**src/flash_host_pkg.sv**
```systemverilog
package flash_host_pkg;

  // clock
  localparam int CLK_PERIOD_NS = 8;

  // bus cycle timing, least times in ns
  localparam int T_SETUP_NS = 10;
  localparam int T_WPULSE_NS = 40;
  localparam int T_RPULSE_NS = 70;
  localparam int T_HOLD_NS = 10;
  localparam int T_BUSY_NS = 90;

  localparam logic [7:0] SETUP_CYC  = 8'((T_SETUP_NS + CLK_PERIOD_NS - 1) / CLK_PERIOD_NS);
  localparam logic [7:0] WPULSE_CYC = 8'((T_WPULSE_NS + CLK_PERIOD_NS - 1) / CLK_PERIOD_NS);
  localparam logic [7:0] RPULSE_CYC = 8'((T_RPULSE_NS + CLK_PERIOD_NS - 1) / CLK_PERIOD_NS);
  localparam logic [7:0] HOLD_CYC   = 8'((T_HOLD_NS + CLK_PERIOD_NS - 1) / CLK_PERIOD_NS);
  localparam logic [7:0] BUSY_CYC   = 8'((T_BUSY_NS + CLK_PERIOD_NS - 1) / CLK_PERIOD_NS);

  // register offsets
  localparam logic [7:0] OFS_CTRL   = 8'h00;
  localparam logic [7:0] OFS_ADDR   = 8'h04;
  localparam logic [7:0] OFS_WDATA  = 8'h08;
  localparam logic [7:0] OFS_STATUS = 8'h0c;
  localparam logic [7:0] OFS_RDATA0 = 8'h10;
  localparam logic [7:0] OFS_RDATA1 = 8'h14;
  localparam logic [7:0] OFS_RDATA2 = 8'h18;

  // ctrl fields
  localparam int CTRL_CMD_LSB = 0;
  localparam int CTRL_MODE_LSB = 4;

  // status bits
  localparam int ST_BUSY = 0;
  localparam int ST_DONE = 1;
  localparam int ST_FAIL = 2;
  localparam int ST_BYPASS = 3;
  localparam int ST_RB_PIN = 4;
  localparam int ST_REFUSED = 5;
  localparam int ST_SUSP = 6;

  // commands
  localparam logic [3:0] CMD_READ       = 4'h0;
  localparam logic [3:0] CMD_RESET      = 4'h1;
  localparam logic [3:0] CMD_PROG       = 4'h2;
  localparam logic [3:0] CMD_BYP_ENTER  = 4'h3;
  localparam logic [3:0] CMD_BYP_PROG   = 4'h4;
  localparam logic [3:0] CMD_BYP_RESET  = 4'h5;
  localparam logic [3:0] CMD_CHIP_ERASE = 4'h6;
  localparam logic [3:0] CMD_SECT_ERASE = 4'h7;
  localparam logic [3:0] CMD_SUSPEND    = 4'h8;
  localparam logic [3:0] CMD_RESUME     = 4'h9;
  localparam logic [3:0] CMD_AUTOSEL    = 4'ha;
  localparam logic [3:0] CMD_QUERY      = 4'hb;

  // poll modes
  localparam logic [1:0] MODE_DQ7 = 2'h0;
  localparam logic [1:0] MODE_TOGGLE = 2'h1;
  localparam logic [1:0] MODE_PIN = 2'h2;

  // step kinds
  localparam logic [1:0] K_WR = 2'h0;
  localparam logic [1:0] K_RD = 2'h1;
  localparam logic [1:0] K_POLL = 2'h2;
  localparam logic [1:0] K_END = 2'h3;

  // word-mode unlock offsets and id offsets
  localparam logic [10:0] U_555 = 11'h555;
  localparam logic [10:0] U_2AA = 11'h2aa;
  localparam logic [10:0] ID_1 = 11'h001;
  localparam logic [10:0] ID_2 = 11'h00e;
  localparam logic [10:0] ID_3 = 11'h00f;

  // reset values
  localparam logic [31:0] CTRL_RST = 32'h0000_0000;

endpackage

```
**src/flash_cycle.sv**
```systemverilog
`timescale 1ns/100ps
module flash_cycle
  import flash_host_pkg::*;
#(
  parameter int AW = 22,
  parameter int DW = 16
) (
  // clock and reset
  input  wire logic          clk,
  input  wire logic          sys_rst,
  // request
  input  wire logic          start,
  input  wire logic          is_read,
  input  wire logic [AW-1:0] addr,
  input  wire logic [DW-1:0] wdata,
  output logic               done,
  output logic [DW-1:0]      rdata,
  // flash pins
  output logic [AW-1:0]      flash_addr,
  output logic [DW-1:0]      flash_dq_o,
  output logic               flash_dq_oe,
  input  wire logic [DW-1:0] flash_dq_i,
  output logic               flash_ce_n,
  output logic               flash_we_n,
  output logic               flash_oe_n
);

  typedef enum logic [1:0] {PH_IDLE, PH_SETUP, PH_PULSE, PH_HOLD} phase_e;
  phase_e     ph_q;
  logic [7:0] cnt_q;
  logic       rd_q;

  always_ff @(posedge clk or posedge sys_rst) begin
    if (sys_rst) begin
      ph_q        <= PH_IDLE;
      cnt_q       <= 8'h00;
      rd_q        <= 1'b0;
      done        <= 1'b0;
      rdata       <= '0;
      flash_addr  <= '0;
      flash_dq_o  <= '0;
      flash_dq_oe <= 1'b0;
      flash_ce_n  <= 1'b1;
      flash_we_n  <= 1'b1;
      flash_oe_n  <= 1'b1;
    end else begin
      done <= 1'b0;
      case (ph_q)
        PH_IDLE: begin
          if (start) begin
            // address and data settle before either strobe falls
            flash_addr  <= addr;
            flash_dq_o  <= wdata;
            flash_dq_oe <= !is_read;
            rd_q        <= is_read;
            cnt_q       <= SETUP_CYC;
            ph_q        <= PH_SETUP;
          end
        end
        PH_SETUP: begin
          if (cnt_q <= 8'h01) begin
            flash_ce_n <= 1'b0;
            flash_we_n <= rd_q;
            flash_oe_n <= !rd_q;
            cnt_q      <= rd_q ? RPULSE_CYC : WPULSE_CYC;
            ph_q       <= PH_PULSE;
          end else begin
            cnt_q <= cnt_q - 8'h01;
          end
        end
        PH_PULSE: begin
          if (cnt_q <= 8'h01) begin
            rdata      <= flash_dq_i;
            flash_ce_n <= 1'b1;
            flash_we_n <= 1'b1;
            flash_oe_n <= 1'b1;
            cnt_q      <= HOLD_CYC;
            ph_q       <= PH_HOLD;
          end else begin
            cnt_q <= cnt_q - 8'h01;
          end
        end
        PH_HOLD: begin
          // data held past the strobes' rise
          if (cnt_q <= 8'h01) begin
            flash_dq_oe <= 1'b0;
            done        <= 1'b1;
            ph_q        <= PH_IDLE;
          end else begin
            cnt_q <= cnt_q - 8'h01;
          end
        end
        default: ph_q <= PH_IDLE;
      endcase
    end
  end

endmodule

```
**src/flash_host.sv**
```systemverilog
`timescale 1ns/100ps
// Summary of operation
// - all command cycles are writes except array read and identification reads
// - plain array read needs no unlock or command cycles
// - host writes reset after identification mode or a timeout failure in DQ7 or toggle polling; pin mode never detects a timeout
// - identification reads carry bank address; device id read over three cycles
// - bypass program only after bypass entry; bypass reset leaves it
// - program poll: bit 7 inverted until done; read at program address
// - erase poll: bit 7 reads 0, then 1; read inside selected sector
// - after polling completes, take valid data from the following read
// - re-read polling bit after seeing timeout bit high
module flash_host
  import flash_host_pkg::*;
#(
  parameter int AW = 22,
  parameter int DW = 16
) (
  // clock and reset
  input  wire logic          clk,
  input  wire logic          sys_rst,
  // apb slave
  input  wire logic          psel,
  input  wire logic          penable,
  input  wire logic          pwrite,
  input  wire logic [7:0]    paddr,
  input  wire logic [31:0]   pwdata,
  output logic [31:0]        prdata,
  output logic               pready,
  output logic               pslverr,
  // flash pins
  output logic [AW-1:0]      flash_addr,
  output logic [DW-1:0]      flash_dq_o,
  output logic               flash_dq_oe,
  input  wire logic [DW-1:0] flash_dq_i,
  output logic               flash_ce_n,
  output logic               flash_we_n,
  output logic               flash_oe_n,
  input  wire logic          ready_busy_n
);

  typedef enum logic [3:0] {S_IDLE, S_ISSUE, S_WAIT, S_POLL, S_POLL_W, S_RBW,
                            S_FIN, S_FIN_W, S_RST, S_RST_W} state_e;

  state_e          state_q;
  logic [3:0]      cmd_q;
  logic [1:0]      mode_q;
  logic [AW-1:0]   addr_q;
  logic [DW-1:0]   wdata_q;
  logic [DW-1:0]   rdata_q [3];
  logic [2:0]      idx_q;
  logic [1:0]      rd_cnt_q;
  logic [7:0]      wait_q;
  logic            done_q, fail_q, refused_q, bypass_q, susp_q;
  logic            recheck_q, tog_first_q, tog_prev_q;
  logic            wr_en, start_ok, start_req, refuse;
  logic [1:0]      k_kind;
  logic [AW-1:0]   k_addr;
  logic [DW-1:0]   k_data;
  logic            cyc_start, cyc_read, cyc_done;
  logic [AW-1:0]   cyc_addr;
  logic [DW-1:0]   cyc_wdata, cyc_rdata;
  logic            poll_ok;

  function automatic logic [AW-1:0] bank(input logic [AW-1:0] a, input logic [10:0] o);
    return {a[AW-1:11], o};
  endfunction

  // command step table, word mode
  always_comb begin
    k_kind = K_END;
    k_addr = '0;
    k_data = '0;
    case (cmd_q)
      CMD_READ: if (idx_q == 3'd0) begin
        k_kind = K_RD;
        k_addr = addr_q;
      end
      CMD_RESET: if (idx_q == 3'd0) begin
        k_kind = K_WR;
        k_data = 16'h00f0;
      end
      CMD_BYP_PROG: case (idx_q)
        3'd0: begin k_kind = K_WR; k_data = 16'h00a0; end
        3'd1: begin k_kind = K_WR; k_addr = addr_q; k_data = wdata_q; end
        3'd2: k_kind = K_POLL;
        default: k_kind = K_END;
      endcase
      CMD_BYP_RESET: case (idx_q)
        3'd0: begin k_kind = K_WR; k_addr = bank(addr_q, 11'h000); k_data = 16'h0090; end
        3'd1: begin k_kind = K_WR; k_data = 16'h0000; end
        default: k_kind = K_END;
      endcase
      CMD_SUSPEND: if (idx_q == 3'd0) begin
        k_kind = K_WR;
        k_addr = bank(addr_q, 11'h000);
        k_data = 16'h00b0;
      end
      CMD_RESUME: if (idx_q == 3'd0) begin
        k_kind = K_WR;
        k_addr = bank(addr_q, 11'h000);
        k_data = 16'h0030;
      end
      default: begin
        // unlocked sequences; unlock cycles leave upper address and data byte zero
        if (idx_q == 3'd0 || idx_q == 3'd3) begin
          k_kind = K_WR; k_addr = {{(AW-11){1'b0}}, U_555}; k_data = 16'h00aa;
        end else if (idx_q == 3'd1 || idx_q == 3'd4) begin
          k_kind = K_WR; k_addr = {{(AW-11){1'b0}}, U_2AA}; k_data = 16'h0055;
        end
        case ({cmd_q, idx_q})
          {CMD_PROG, 3'd2}:       begin k_kind = K_WR; k_data = 16'h00a0;
                                        k_addr = {{(AW-11){1'b0}}, U_555}; end
          {CMD_PROG, 3'd3}:       begin k_kind = K_WR; k_addr = addr_q; k_data = wdata_q; end
          {CMD_PROG, 3'd4}:       k_kind = K_POLL;
          {CMD_BYP_ENTER, 3'd2}:  begin k_kind = K_WR; k_data = 16'h0020;
                                        k_addr = {{(AW-11){1'b0}}, U_555}; end
          {CMD_CHIP_ERASE, 3'd2},
          {CMD_SECT_ERASE, 3'd2}: begin k_kind = K_WR; k_data = 16'h0080;
                                        k_addr = {{(AW-11){1'b0}}, U_555}; end
          {CMD_CHIP_ERASE, 3'd5}: begin k_kind = K_WR; k_data = 16'h0010;
                                        k_addr = {{(AW-11){1'b0}}, U_555}; end
          {CMD_SECT_ERASE, 3'd5}: begin k_kind = K_WR; k_addr = addr_q; k_data = 16'h0030; end
          {CMD_CHIP_ERASE, 3'd6},
          {CMD_SECT_ERASE, 3'd6}: k_kind = K_POLL;
          {CMD_AUTOSEL, 3'd2},
          {CMD_QUERY, 3'd2}:      begin k_kind = K_WR; k_addr = bank(addr_q, U_555);
                                        k_data = 16'h0090; end
          {CMD_AUTOSEL, 3'd3}:    begin k_kind = K_RD; k_addr = bank(addr_q, ID_1); end
          {CMD_AUTOSEL, 3'd4}:    begin k_kind = K_RD; k_addr = bank(addr_q, ID_2); end
          {CMD_AUTOSEL, 3'd5}:    begin k_kind = K_RD; k_addr = bank(addr_q, ID_3); end
          {CMD_QUERY, 3'd3}:      begin k_kind = K_RD; k_addr = addr_q; end
          {CMD_AUTOSEL, 3'd6},
          {CMD_QUERY, 3'd4}:      begin k_kind = K_WR; k_addr = '0; k_data = 16'h00f0; end
          default: if (idx_q > 3'd1 && !((cmd_q == CMD_CHIP_ERASE || cmd_q == CMD_SECT_ERASE)
                                         && idx_q < 3'd5)) k_kind = K_END;
        endcase
      end
    endcase
  end

  // bus cycle request
  always_comb begin
    cyc_start = 1'b0;
    cyc_read  = 1'b1;
    cyc_addr  = addr_q;
    cyc_wdata = '0;
    case (state_q)
      S_ISSUE: begin
        cyc_start = (k_kind == K_WR) || (k_kind == K_RD);
        cyc_read  = (k_kind == K_RD);
        cyc_addr  = k_addr;
        cyc_wdata = k_data;
      end
      S_POLL, S_FIN: cyc_start = 1'b1;
      S_RST: begin
        cyc_start = 1'b1;
        cyc_read  = 1'b0;
        cyc_addr  = '0;
        cyc_wdata = 16'h00f0;
      end
      default: cyc_start = 1'b0;
    endcase
  end

  flash_cycle #(.AW(AW), .DW(DW)) u_flash_cycle (
    .clk         (clk),
    .sys_rst     (sys_rst),
    .start       (cyc_start),
    .is_read     (cyc_read),
    .addr        (cyc_addr),
    .wdata       (cyc_wdata),
    .done        (cyc_done),
    .rdata       (cyc_rdata),
    .flash_addr  (flash_addr),
    .flash_dq_o  (flash_dq_o),
    .flash_dq_oe (flash_dq_oe),
    .flash_dq_i  (flash_dq_i),
    .flash_ce_n  (flash_ce_n),
    .flash_we_n  (flash_we_n),
    .flash_oe_n  (flash_oe_n)
  );

  // apb access
  assign pready = 1'b1;
  assign wr_en = psel && penable && pwrite;
  assign refuse = (pwdata[3:0] == CMD_BYP_PROG && !bypass_q)
               || (pwdata[3:0] == CMD_RESUME && !susp_q) || (pwdata[3:0] > CMD_QUERY);
  assign start_req = wr_en && paddr == OFS_CTRL && state_q == S_IDLE;
  assign start_ok = start_req && !refuse;

  always_comb begin
    prdata  = 32'h0000_0000;
    pslverr = 1'b0;
    case (paddr)
      OFS_CTRL:   prdata = {26'h0, mode_q, cmd_q};
      OFS_ADDR:   prdata = 32'(addr_q);
      OFS_WDATA:  prdata = 32'(wdata_q);
      OFS_STATUS: prdata = {25'h0, susp_q, refused_q, ready_busy_n, bypass_q, fail_q, done_q,
                            state_q != S_IDLE};
      OFS_RDATA0: prdata = 32'(rdata_q[0]);
      OFS_RDATA1: prdata = 32'(rdata_q[1]);
      OFS_RDATA2: prdata = 32'(rdata_q[2]);
      default:    pslverr = psel && penable;
    endcase
  end

  // software registers
  always_ff @(posedge clk or posedge sys_rst) begin
    if (sys_rst) begin
      cmd_q     <= CTRL_RST[3:0];
      mode_q    <= CTRL_RST[5:4];
      addr_q    <= '0;
      wdata_q   <= '0;
      refused_q <= 1'b0;
    end else begin
      if (start_req) begin
        refused_q <= refuse;
      end
      if (start_ok) begin
        cmd_q  <= pwdata[CTRL_CMD_LSB +: 4];
        mode_q <= pwdata[CTRL_MODE_LSB +: 2];
      end
      if (wr_en && paddr == OFS_ADDR && state_q == S_IDLE) begin
        addr_q <= pwdata[AW-1:0];
      end
      if (wr_en && paddr == OFS_WDATA && state_q == S_IDLE) begin
        wdata_q <= pwdata[DW-1:0];
      end
    end
  end

  // completion check of one poll read
  always_comb begin
    if (mode_q == MODE_TOGGLE) begin
      poll_ok = !tog_first_q && (cyc_rdata[6] == tog_prev_q);
    end else if (cmd_q == CMD_PROG || cmd_q == CMD_BYP_PROG) begin
      poll_ok = cyc_rdata[7] == wdata_q[7];
    end else begin
      poll_ok = cyc_rdata[7];
    end
  end

  // sequencer
  always_ff @(posedge clk or posedge sys_rst) begin
    if (sys_rst) begin
      state_q     <= S_IDLE;
      idx_q       <= 3'd0;
      rd_cnt_q    <= 2'd0;
      wait_q      <= 8'h00;
      done_q      <= 1'b0;
      fail_q      <= 1'b0;
      recheck_q   <= 1'b0;
      tog_first_q <= 1'b1;
      tog_prev_q  <= 1'b0;
    end else begin
      case (state_q)
        S_IDLE: if (start_ok) begin
          state_q     <= S_ISSUE;
          idx_q       <= 3'd0;
          rd_cnt_q    <= 2'd0;
          done_q      <= 1'b0;
          fail_q      <= 1'b0;
          recheck_q   <= 1'b0;
          tog_first_q <= 1'b1;
        end
        S_ISSUE: begin
          if (k_kind == K_END) begin
            state_q <= S_IDLE;
            done_q  <= 1'b1;
          end else if (k_kind == K_POLL) begin
            wait_q  <= BUSY_CYC;
            state_q <= (mode_q == MODE_PIN) ? S_RBW : S_POLL;
          end else begin
            state_q <= S_WAIT;
          end
        end
        S_WAIT: if (cyc_done) begin
          if (k_kind == K_RD) begin
            rd_cnt_q <= rd_cnt_q + 2'd1;
          end
          idx_q   <= idx_q + 3'd1;
          state_q <= S_ISSUE;
        end
        S_POLL: state_q <= S_POLL_W;
        S_POLL_W: if (cyc_done) begin
          tog_prev_q <= cyc_rdata[6];
          if (poll_ok) begin
            state_q <= S_FIN;
          end else if (mode_q == MODE_TOGGLE && tog_first_q) begin
            tog_first_q <= 1'b0;
            state_q     <= S_POLL;
          end else if (cyc_rdata[5]) begin
            recheck_q   <= 1'b1;
            tog_first_q <= 1'b1;
            state_q     <= recheck_q ? S_RST : S_POLL;
          end else begin
            tog_first_q <= 1'b1;
            state_q     <= S_POLL;
          end
        end
        S_RBW: begin
          if (wait_q != 8'h00) begin
            wait_q <= wait_q - 8'h01;
          end else if (ready_busy_n) begin
            state_q <= S_FIN;
          end
        end
        S_FIN: state_q <= S_FIN_W;
        S_FIN_W: if (cyc_done) begin
          state_q <= S_IDLE;
          done_q  <= 1'b1;
        end
        S_RST: state_q <= S_RST_W;
        S_RST_W: if (cyc_done) begin
          state_q <= S_IDLE;
          fail_q  <= 1'b1;
          done_q  <= 1'b1;
        end
        default: state_q <= S_IDLE;
      endcase
    end
  end

  // read capture
  always_ff @(posedge clk or posedge sys_rst) begin
    if (sys_rst) begin
      rdata_q <= '{default: '0};
    end else if (cyc_done && state_q == S_WAIT && k_kind == K_RD) begin
      rdata_q[rd_cnt_q] <= cyc_rdata;
    end else if (cyc_done && state_q == S_FIN_W) begin
      rdata_q[0] <= cyc_rdata;
    end
  end

  // mode flags
  always_ff @(posedge clk or posedge sys_rst) begin
    if (sys_rst) begin
      bypass_q <= 1'b0;
      susp_q   <= 1'b0;
    end else if (state_q == S_ISSUE && k_kind == K_END) begin
      if (cmd_q == CMD_BYP_ENTER) bypass_q <= 1'b1;
      if (cmd_q == CMD_BYP_RESET) bypass_q <= 1'b0;
      if (cmd_q == CMD_SUSPEND) susp_q <= 1'b1;
      if (cmd_q == CMD_RESUME) susp_q <= 1'b0;
    end
  end
endmodule

```
**config.mk**
```make
export PLATFORM = sky130hd
export DESIGN_NAME = flash_host
export DESIGN_NICKNAME = d
export VERILOG_FILES = /design/src/flash_host_pkg.sv /design/src/flash_cycle.sv /design/src/flash_host.sv
export SDC_FILE = /design/constraint.sdc
export NUM_CORES = 1
export LEC_CHECK = 0
export BUFFER_PORTS_ARGS = -buffer_cell sky130_fd_sc_hd__buf_2
export CAP_MARGIN = 20
export CELL_PAD_IN_SITES_DETAIL_PLACEMENT = 0
export CELL_PAD_IN_SITES_GLOBAL_PLACEMENT = 2
export CORE_UTILIZATION = 37
export DETAILED_ROUTE_END_ITERATION = 12
export PLACE_DENSITY = 0.9
export SYNTH_ARGS = -nofsm -noshare
export SYNTH_HDL_FRONTEND = slang
export SYNTH_SLANG_ARGS = --single-unit
```
**constraint.sdc**
```tcl
create_clock -name clk -period 6.4 [get_ports clk]
set_clock_uncertainty 0.15 [all_clocks]
set_input_delay 0.32 -clock clk [delete_from_list [all_inputs] [get_ports clk]]
set_output_delay 0.32 -clock clk [all_outputs]
set_load 0.03 [all_outputs]
```
Word-level counts from Yosys, hierarchy flattened
Cells that the tools add are included.

word-level totals
  bits in registers = 187
  input bits = 62
  output and inout port bits = 76
  logic and storage cells = 306

cells by class
  $add $sub $neg = 4
  $lt $le $gt $ge = 6
  equal/unequal tests = 78
  multiplexer cells = 104
  bitwise gates (word level) = 1
  reduce and logical (&&, ||, !) cells = 83

operator list
  cell                                            count
  one-hot mux 22 bit (7 select lines)             2
  one-hot mux 16 bit (8 select lines)             1
  one-hot mux 16 bit (6 select lines)             1
  2-to-1 mux 8 bit                                11
  one-hot mux 22 bit (4 select lines)             1
  2-to-1 mux 22 bit                               3
  one-hot mux 16 bit (2 select lines)             2
  == test 7 bit (second input constant)           8
  bitwise mux 48 bit                              1
  2-to-1 mux 16 bit                               3
  2-to-1 mux 4 bit                                11
  one-hot mux 22 bit (2 select lines)             1
  == test 7 x 6 -> 1 bit (second input constant)  6
  == test 4 x 3 -> 1 bit (second input constant)  9
  one-hot mux 4 bit (9 select lines)              1
  demux 16 bit (select 2 bit)                     1
  one-hot mux 8 bit (4 select lines)              1
  == test 7 x 5 -> 1 bit (second input constant)  4
  2-to-1 mux 2 bit                                13
  2-to-1 mux 1 bit                                25
  == test 8 x 5 -> 1 bit (second input constant)  3
  inequality test 2 bit (second input constant)   12
  == test 4 bit (second input constant)           5
  logical AND 1 bit                               20
  other kinds (53)                                131

Longest topological paths before layout
  word-level depth = 13
  mapped depth = 12
  gate-level depth less buffers = 9

Hierarchy
From an unflattened synthesis, not the netlist that was laid out.

second synthesis, totals
  cells, all modules = 998
  area, all modules = 10526.3 um^2

modules (own cells, without submodules)
  module       instances  cells an instance  area each (um^2)
  flash_host   1          781                7509.7
  flash_cycle  1          217                3016.6

Least setup slack after synthesis
Ideal clock, no wire load.

  path kind = reg-to-reg
  start = register idx_q[2]
  end = register rdata_q[32] (netlist bit)
  library setup time = 125 ps
  arrival = 3019 ps
  required time = 6125 ps
  slack = 3106 ps
  cell stages (with the launch flop) = 12
  path buffers = 2
  period minus slack after synthesis = 3294 ps
  path through = dfrtp_1 > clkbuf_1 > inv_1 > ha_1 > nor2_1 > o41a_1 > a221o_1 > o211ai_1 > nor4b_4 > a21oi_4 > buf_6 > mux2_4

between the ends
  cells in the longest elaborated chain, start to end = 10
  elaborated cells on any way between the ends = 47
  classes of those cells = 2 x order compare; 23 x eq/ne; 10 x mux; 12 x reduce/logical

RTL lines
  item                                                            line                                  RTL
  start: declaration                                              flash_host.sv:50                      logic [2:0] idx_q;
  start signal: assignment                                        flash_host.sv:281                     idx_q <= idx_q + 3'd1;
  less-than comparator 3 bit (tied with other cells)              flash_host.sv:135                     && idx_q < 3'd5)) k_kind = K_END;
  logical AND 1 bit / logical OR 1 bit (equally long branches)    flash_host.sv:135, flash_host.sv:107
  logical NOT 1 bit / 2-to-1 mux 2 bit (equally long branches)    flash_host.sv:134, flash_host.sv:107
  logical AND 1 bit / 2-to-1 mux 2 bit (equally long branches)    flash_host.sv:134, flash_host.sv:105
  2-to-1 mux 2 bit                                                flash_host.sv:134                     default: if (idx_q > 3'd1 && !((cmd_q == CMD_CHIP_ERASE || cmd_q == CMD_SECT_ERASE)
  one-hot mux 2 bit (3 select lines)                              flash_host.sv:110                     case ({cmd_q, idx_q})
  one-hot mux 2 bit (4 select lines) *                            flash_host.sv:73                      case (cmd_q)
  == test 2 x 1 -> 1 bit *                                        flash_host.sv:328                     end else if (cyc_done && state_q == S_WAIT && k_kind == K_RD) begin
  logical AND 1 bit *                                             flash_host.sv:328
  2-to-1 mux 16 bit / nonzero test 2 bit (equally long branches)  --
  end signal: indexed assignment                                  flash_host.sv:329                     rdata_q[rd_cnt_q] <= cyc_rdata;
  end: declaration                                                flash_host.sv:49                      logic [DW-1:0] rdata_q [3];

Every way passes the cells marked *; elsewhere a longest branch is shown, timed or not.
A chain may end at the register's enable or synchronous reset.

Worst setup path in the final report
  start = register cmd_q[2]
  end = register rdata_q[24] (netlist bit)

between the ends
  cells in the longest elaborated chain, start to end = 10
  elaborated cells on any way between the ends = 39
  classes of those cells = 26 x eq/ne; 3 x mux; 10 x reduce/logical

RTL lines
  item                                  line               RTL
  start: declaration                    flash_host.sv:45   logic [3:0] cmd_q;
  start signal: assignment              flash_host.sv:210  cmd_q <= CTRL_RST[3:0];
  start signal: assignment              flash_host.sv:220  cmd_q <= pwdata[CTRL_CMD_LSB +: 4];
  == test 4 x 3 -> 1 bit                flash_host.sv:134
  logical OR 1 bit                      flash_host.sv:134
  logical AND 1 bit                     flash_host.sv:135
  logical NOT 1 bit                     flash_host.sv:134
  logical AND 1 bit                     flash_host.sv:134
  2-to-1 mux 2 bit                      flash_host.sv:134
  one-hot mux 2 bit (3 select lines)    flash_host.sv:110
  one-hot mux 2 bit (4 select lines) *  flash_host.sv:73
  == test 2 x 1 -> 1 bit *              flash_host.sv:328
  logical AND 1 bit *                   flash_host.sv:328

Marks and branches as above.

==> impl_results.md <==
* Cells after DPL at 1364
* Initial antenna violation count at 0
* Worst-Skew Late Latency at about 0.44 ns
* ANT cells at 0
* Worst Setup End Kind: register
* Buf+Inv Stages, Crit Path at 0
* Top-area cell type share of the netlist area at 0.464
* Mapped Area at a little under 10000 sq um
* Antenna viol nets, final at 0
* #FFs+latches synth at about 190
* Ranking of synthesized cells by area: dfrtp_1 (46%), mux2_2 (9.2%), mux2_4 (4.6%)
* Number of global-route vias before repair at 7359
* # hold bufs at CTS at 33
* First-pass GRT wire length at roughly 42000 microns
* Design area at around 12000 sq um
* Setup Buffers After CTS at 0
* Leading area contributor after synthesis: dfrtp_1
* Overall power at roughly 0.0042 W
* DP Wirelength at between 15000 and 20000 microns
* Wire per inst at ~19 microns
* Full die area at approximately 27000 sq um
* Vias at a little under 8000
* Top-level I/O count at around 140
* Largest fanout on the critical path at 19
* Dpl cell area at between 10000 and 15000 sq um
* Worst VDD drop at roughly 0.00024 V
* IO Port Bufs at roughly 120
* Detailed Route Iter0 Violations at just over 500
* Fin crit period at between 4 and 5 ns
* Area growth syn-to-layout at 18.0%
* Violated checks: design-rule violations
* CP top delay family: simple AND/OR/NAND/NOR gates
* F_max at approximately 240 MHz
* Unrepaired setup endpoints after global routing: false
* Outcome: complete, but fails checks
* Compound-gate portion of the synthesized area at 0.170
* Synthesized-area fraction occupied by adder cells at 0.0215
* Largest net degree at the start of global routing at about 110
* Final setup violation count at 0
* PostCTS Resize Cnt at 0
* Max cap viols at 0
* CTS tree: yes
* Chip Height at roughly 170 microns
* H-tree depth at 4
* CP Launch Type: register
* Post-Synth Simple-Gate Area at 0.138
* Post-synth EDFFs at 0
* Period Utilization, post-route at 0.652
* Drt drc at 4
* Slowest-stage cell, CP: dfrtp_1
* Syn avg cell area at 10.3 sq um
* CP required at 6.57 ns
* Post-synthesis sequential area ratio at 0.474
* Met3 Routed Length at around 1400 microns
* FF+latch area at 4680 sq um
* Cts bufs inserted at 17
* Gr usage total at 0.203
* Post-Layout Cell Count at 1430
* P per Cell Area at about 360 nW/um^2
* Distinct cells, synth at 69
* Site row count at 59
* Synth cell count leaders: dfrtp_1 (183), nand2_1 (105), mux2_2 (81)
* GR Overflow Total at 0
* Slew @ Worst Pin at approximately 1.1 ns
* Post-Synthesis Cells at about 960
* Post-Synth XOR/XNOR Area at 0.00887
* DR pass1 iterations at 9
* Clock sink count at approximately 190
* Detailed Route WL at approximately 27000 microns
* Register clock-pin slew on the reported worst setup and hold paths at about 0.080 ns
* Mux share of post-synthesis cell area at 0.140
* End-of-flow core utilization at 0.446
* Max-slew headroom at 0.293
* Leak pwr at approximately 5.5 nW
* Most common cell in the synthesized netlist: dfrtp_1
* Max Used Layer: met4
* Core Region at 26100 sq um
* Fill cell count at 2582
* Die Span X at between 150 and 200 microns
* Crit Path Class: register to register
* Max Transition Viols Final at 0
* Crit-path cells: nand2b_1 > o2bb2ai_1 > a211oi_1 > o211ai_1 > nor4b_4 > nand2_4 > mux2_4
* Worst Path Arrival at roughly 4.3 ns
* Root Driver: clkbuf_16
* Initial core utilization at 0.378
* Synth Warn # at 0
* Setup TNS after final layout at 0 ns
* Critical Path Max Stage Delay at about 0.8 ns
* Layout cell share with drive strength beyond 1 at 0.271
* Hold WC Path Type: input port to register
* CTS Buffer Depth at 2
* Routability cong. at 0.918
* Largest family of logic cells by synthesized area: compound AO/OA/AOI/OAI gates
* Ys async rst share at 1.00
* M1 wire length at around 13000 microns
* Met2 WL at 12600 microns
* Primary FF master, synth: dfrtp_1
* Via/cell ratio at roughly 5.5
* Nets at roughly 1200
* Area occupied by multi-input gates at about 4800 sq um
* Hold Vio Cnt, Final at 0
## tightest hold or removal path: stages
cell and delay, ns:
buf_2 0.13, nand2_1 0.05, o21ai_0 0.06
## cells by family (layout without fill, tap and decap cells)
kind of cell,Yosys count,after routing
buffers and inverters,102,233
muxes,113,113
AOI/OAI and AO/OA,247,247
DFF,187,187
other,2,11
and+or+nand+nor,277,277
xor gates and xnor gates,10,10
adders and majority gates,17,17
## final cells by class
| class | instances | share of cell area |
|---|---|---|
| Timing Repair Buffer | 162 | 0.0863 |
| Inverter | 39 | 0.0132 |
| Clock buffer | 17 | 0.0365 |
| Multi-Input combinational cell | 675 | 0.410 |
| Clock inverter | 15 | 0.0164 |
| Sequential cell | 187 | 0.402 |
| Tap cell | 335 | 0.0360 |
## per-stage QoR
step                setup slack (ns)  hold slack [ns]
floorplan                      0.851            0.287
detailed placement              2.22            0.311
CTS                             2.26           0.0217
global placement                2.20            0.307
global route                    1.92           0.0318
finish                          2.23           0.0165
## report_power, final
part | total, W | internal (W) | leakage (nW) | switching, W
Clock | 0.00109 | 0.000537 | 0.299 | 0.000552
Combinational | 0.00147 | 0.000596 | 2.76 | 0.000876
Sequential | 0.00163 | 0.00140 | 2.49 | 0.000233
## layout by cell type (no fill, tap or decap), drive strengths merged, types with 3 or more instances in the layout
cell         Yosys  layout
nand2b          16      16
clkinv           0       7
o211ai           7       7
a221o            4       4
nor4b            3       3
or3              3       3
xnor2            8       8
nor3            21      21
a31oi            9       9
o21bai           6       6
buf             26     129
dfrtp          183     183
o22ai            5       5
o21ai           64      64
nor3b            5       5
or2              6       6
dfstp            4       4
o21ba            3       3
a211oi           5       5
a21oi           47      47
ha              17      17
or4              5       5
conb             2      11
nand3           22      22
nand2          107     107
mux2           111     111
dlygate4sd3      0      33
and2             5       5
nand3b           3       3
nor2b           14      14
inv             39      47
nor4             9       9
nor2            52      52
a222oi          15      15
o22a             3       3
clkbuf          37      17
o31ai           23      23
a22oi           26      26
a21o             8       8
## per-layer routing
layer	vias to the layer above	track usage
met5	-	0
met4	0	0.0471
met3	19	0.0282
met2	250	0.318
met1	3851	0.295
li1	3704	-
## flip-flops by register name, summed over array words and instances (netlist names), 2 cells and up
register                  cells
wdata_q                      16
u_flash_cycle.ph_q            2
u_flash_cycle.cnt_q           8
rd_cnt_q                      2
wait_q                        8
mode_q                        2
u_flash_cycle.rdata          16
u_flash_cycle.flash_addr     22
cmd_q                         4
idx_q                         3
addr_q                       22
state_q                       4
u_flash_cycle.flash_dq_o     16
rdata_q                      48
## final timing paths
check	start	endpoint	slack, ns	cells past startpoint
min reg2reg	u_flash_cycle.flash_addr[13]	u_flash_cycle.flash_addr[13]	0.33	2
min in group asynchronous	sys_rst	rdata_q[44]	0.41	3
max reg2reg	cmd_q[2]	rdata_q[24]	2.23	7
max in group asynchronous	sys_rst	u_flash_cycle.flash_addr[5]	4.20	4
min	pwdata[2]	cmd_q[2]	0.02	3
max	cmd_q[2]	rdata_q[24]	2.23	7
(Power assumes the default switching activity.)
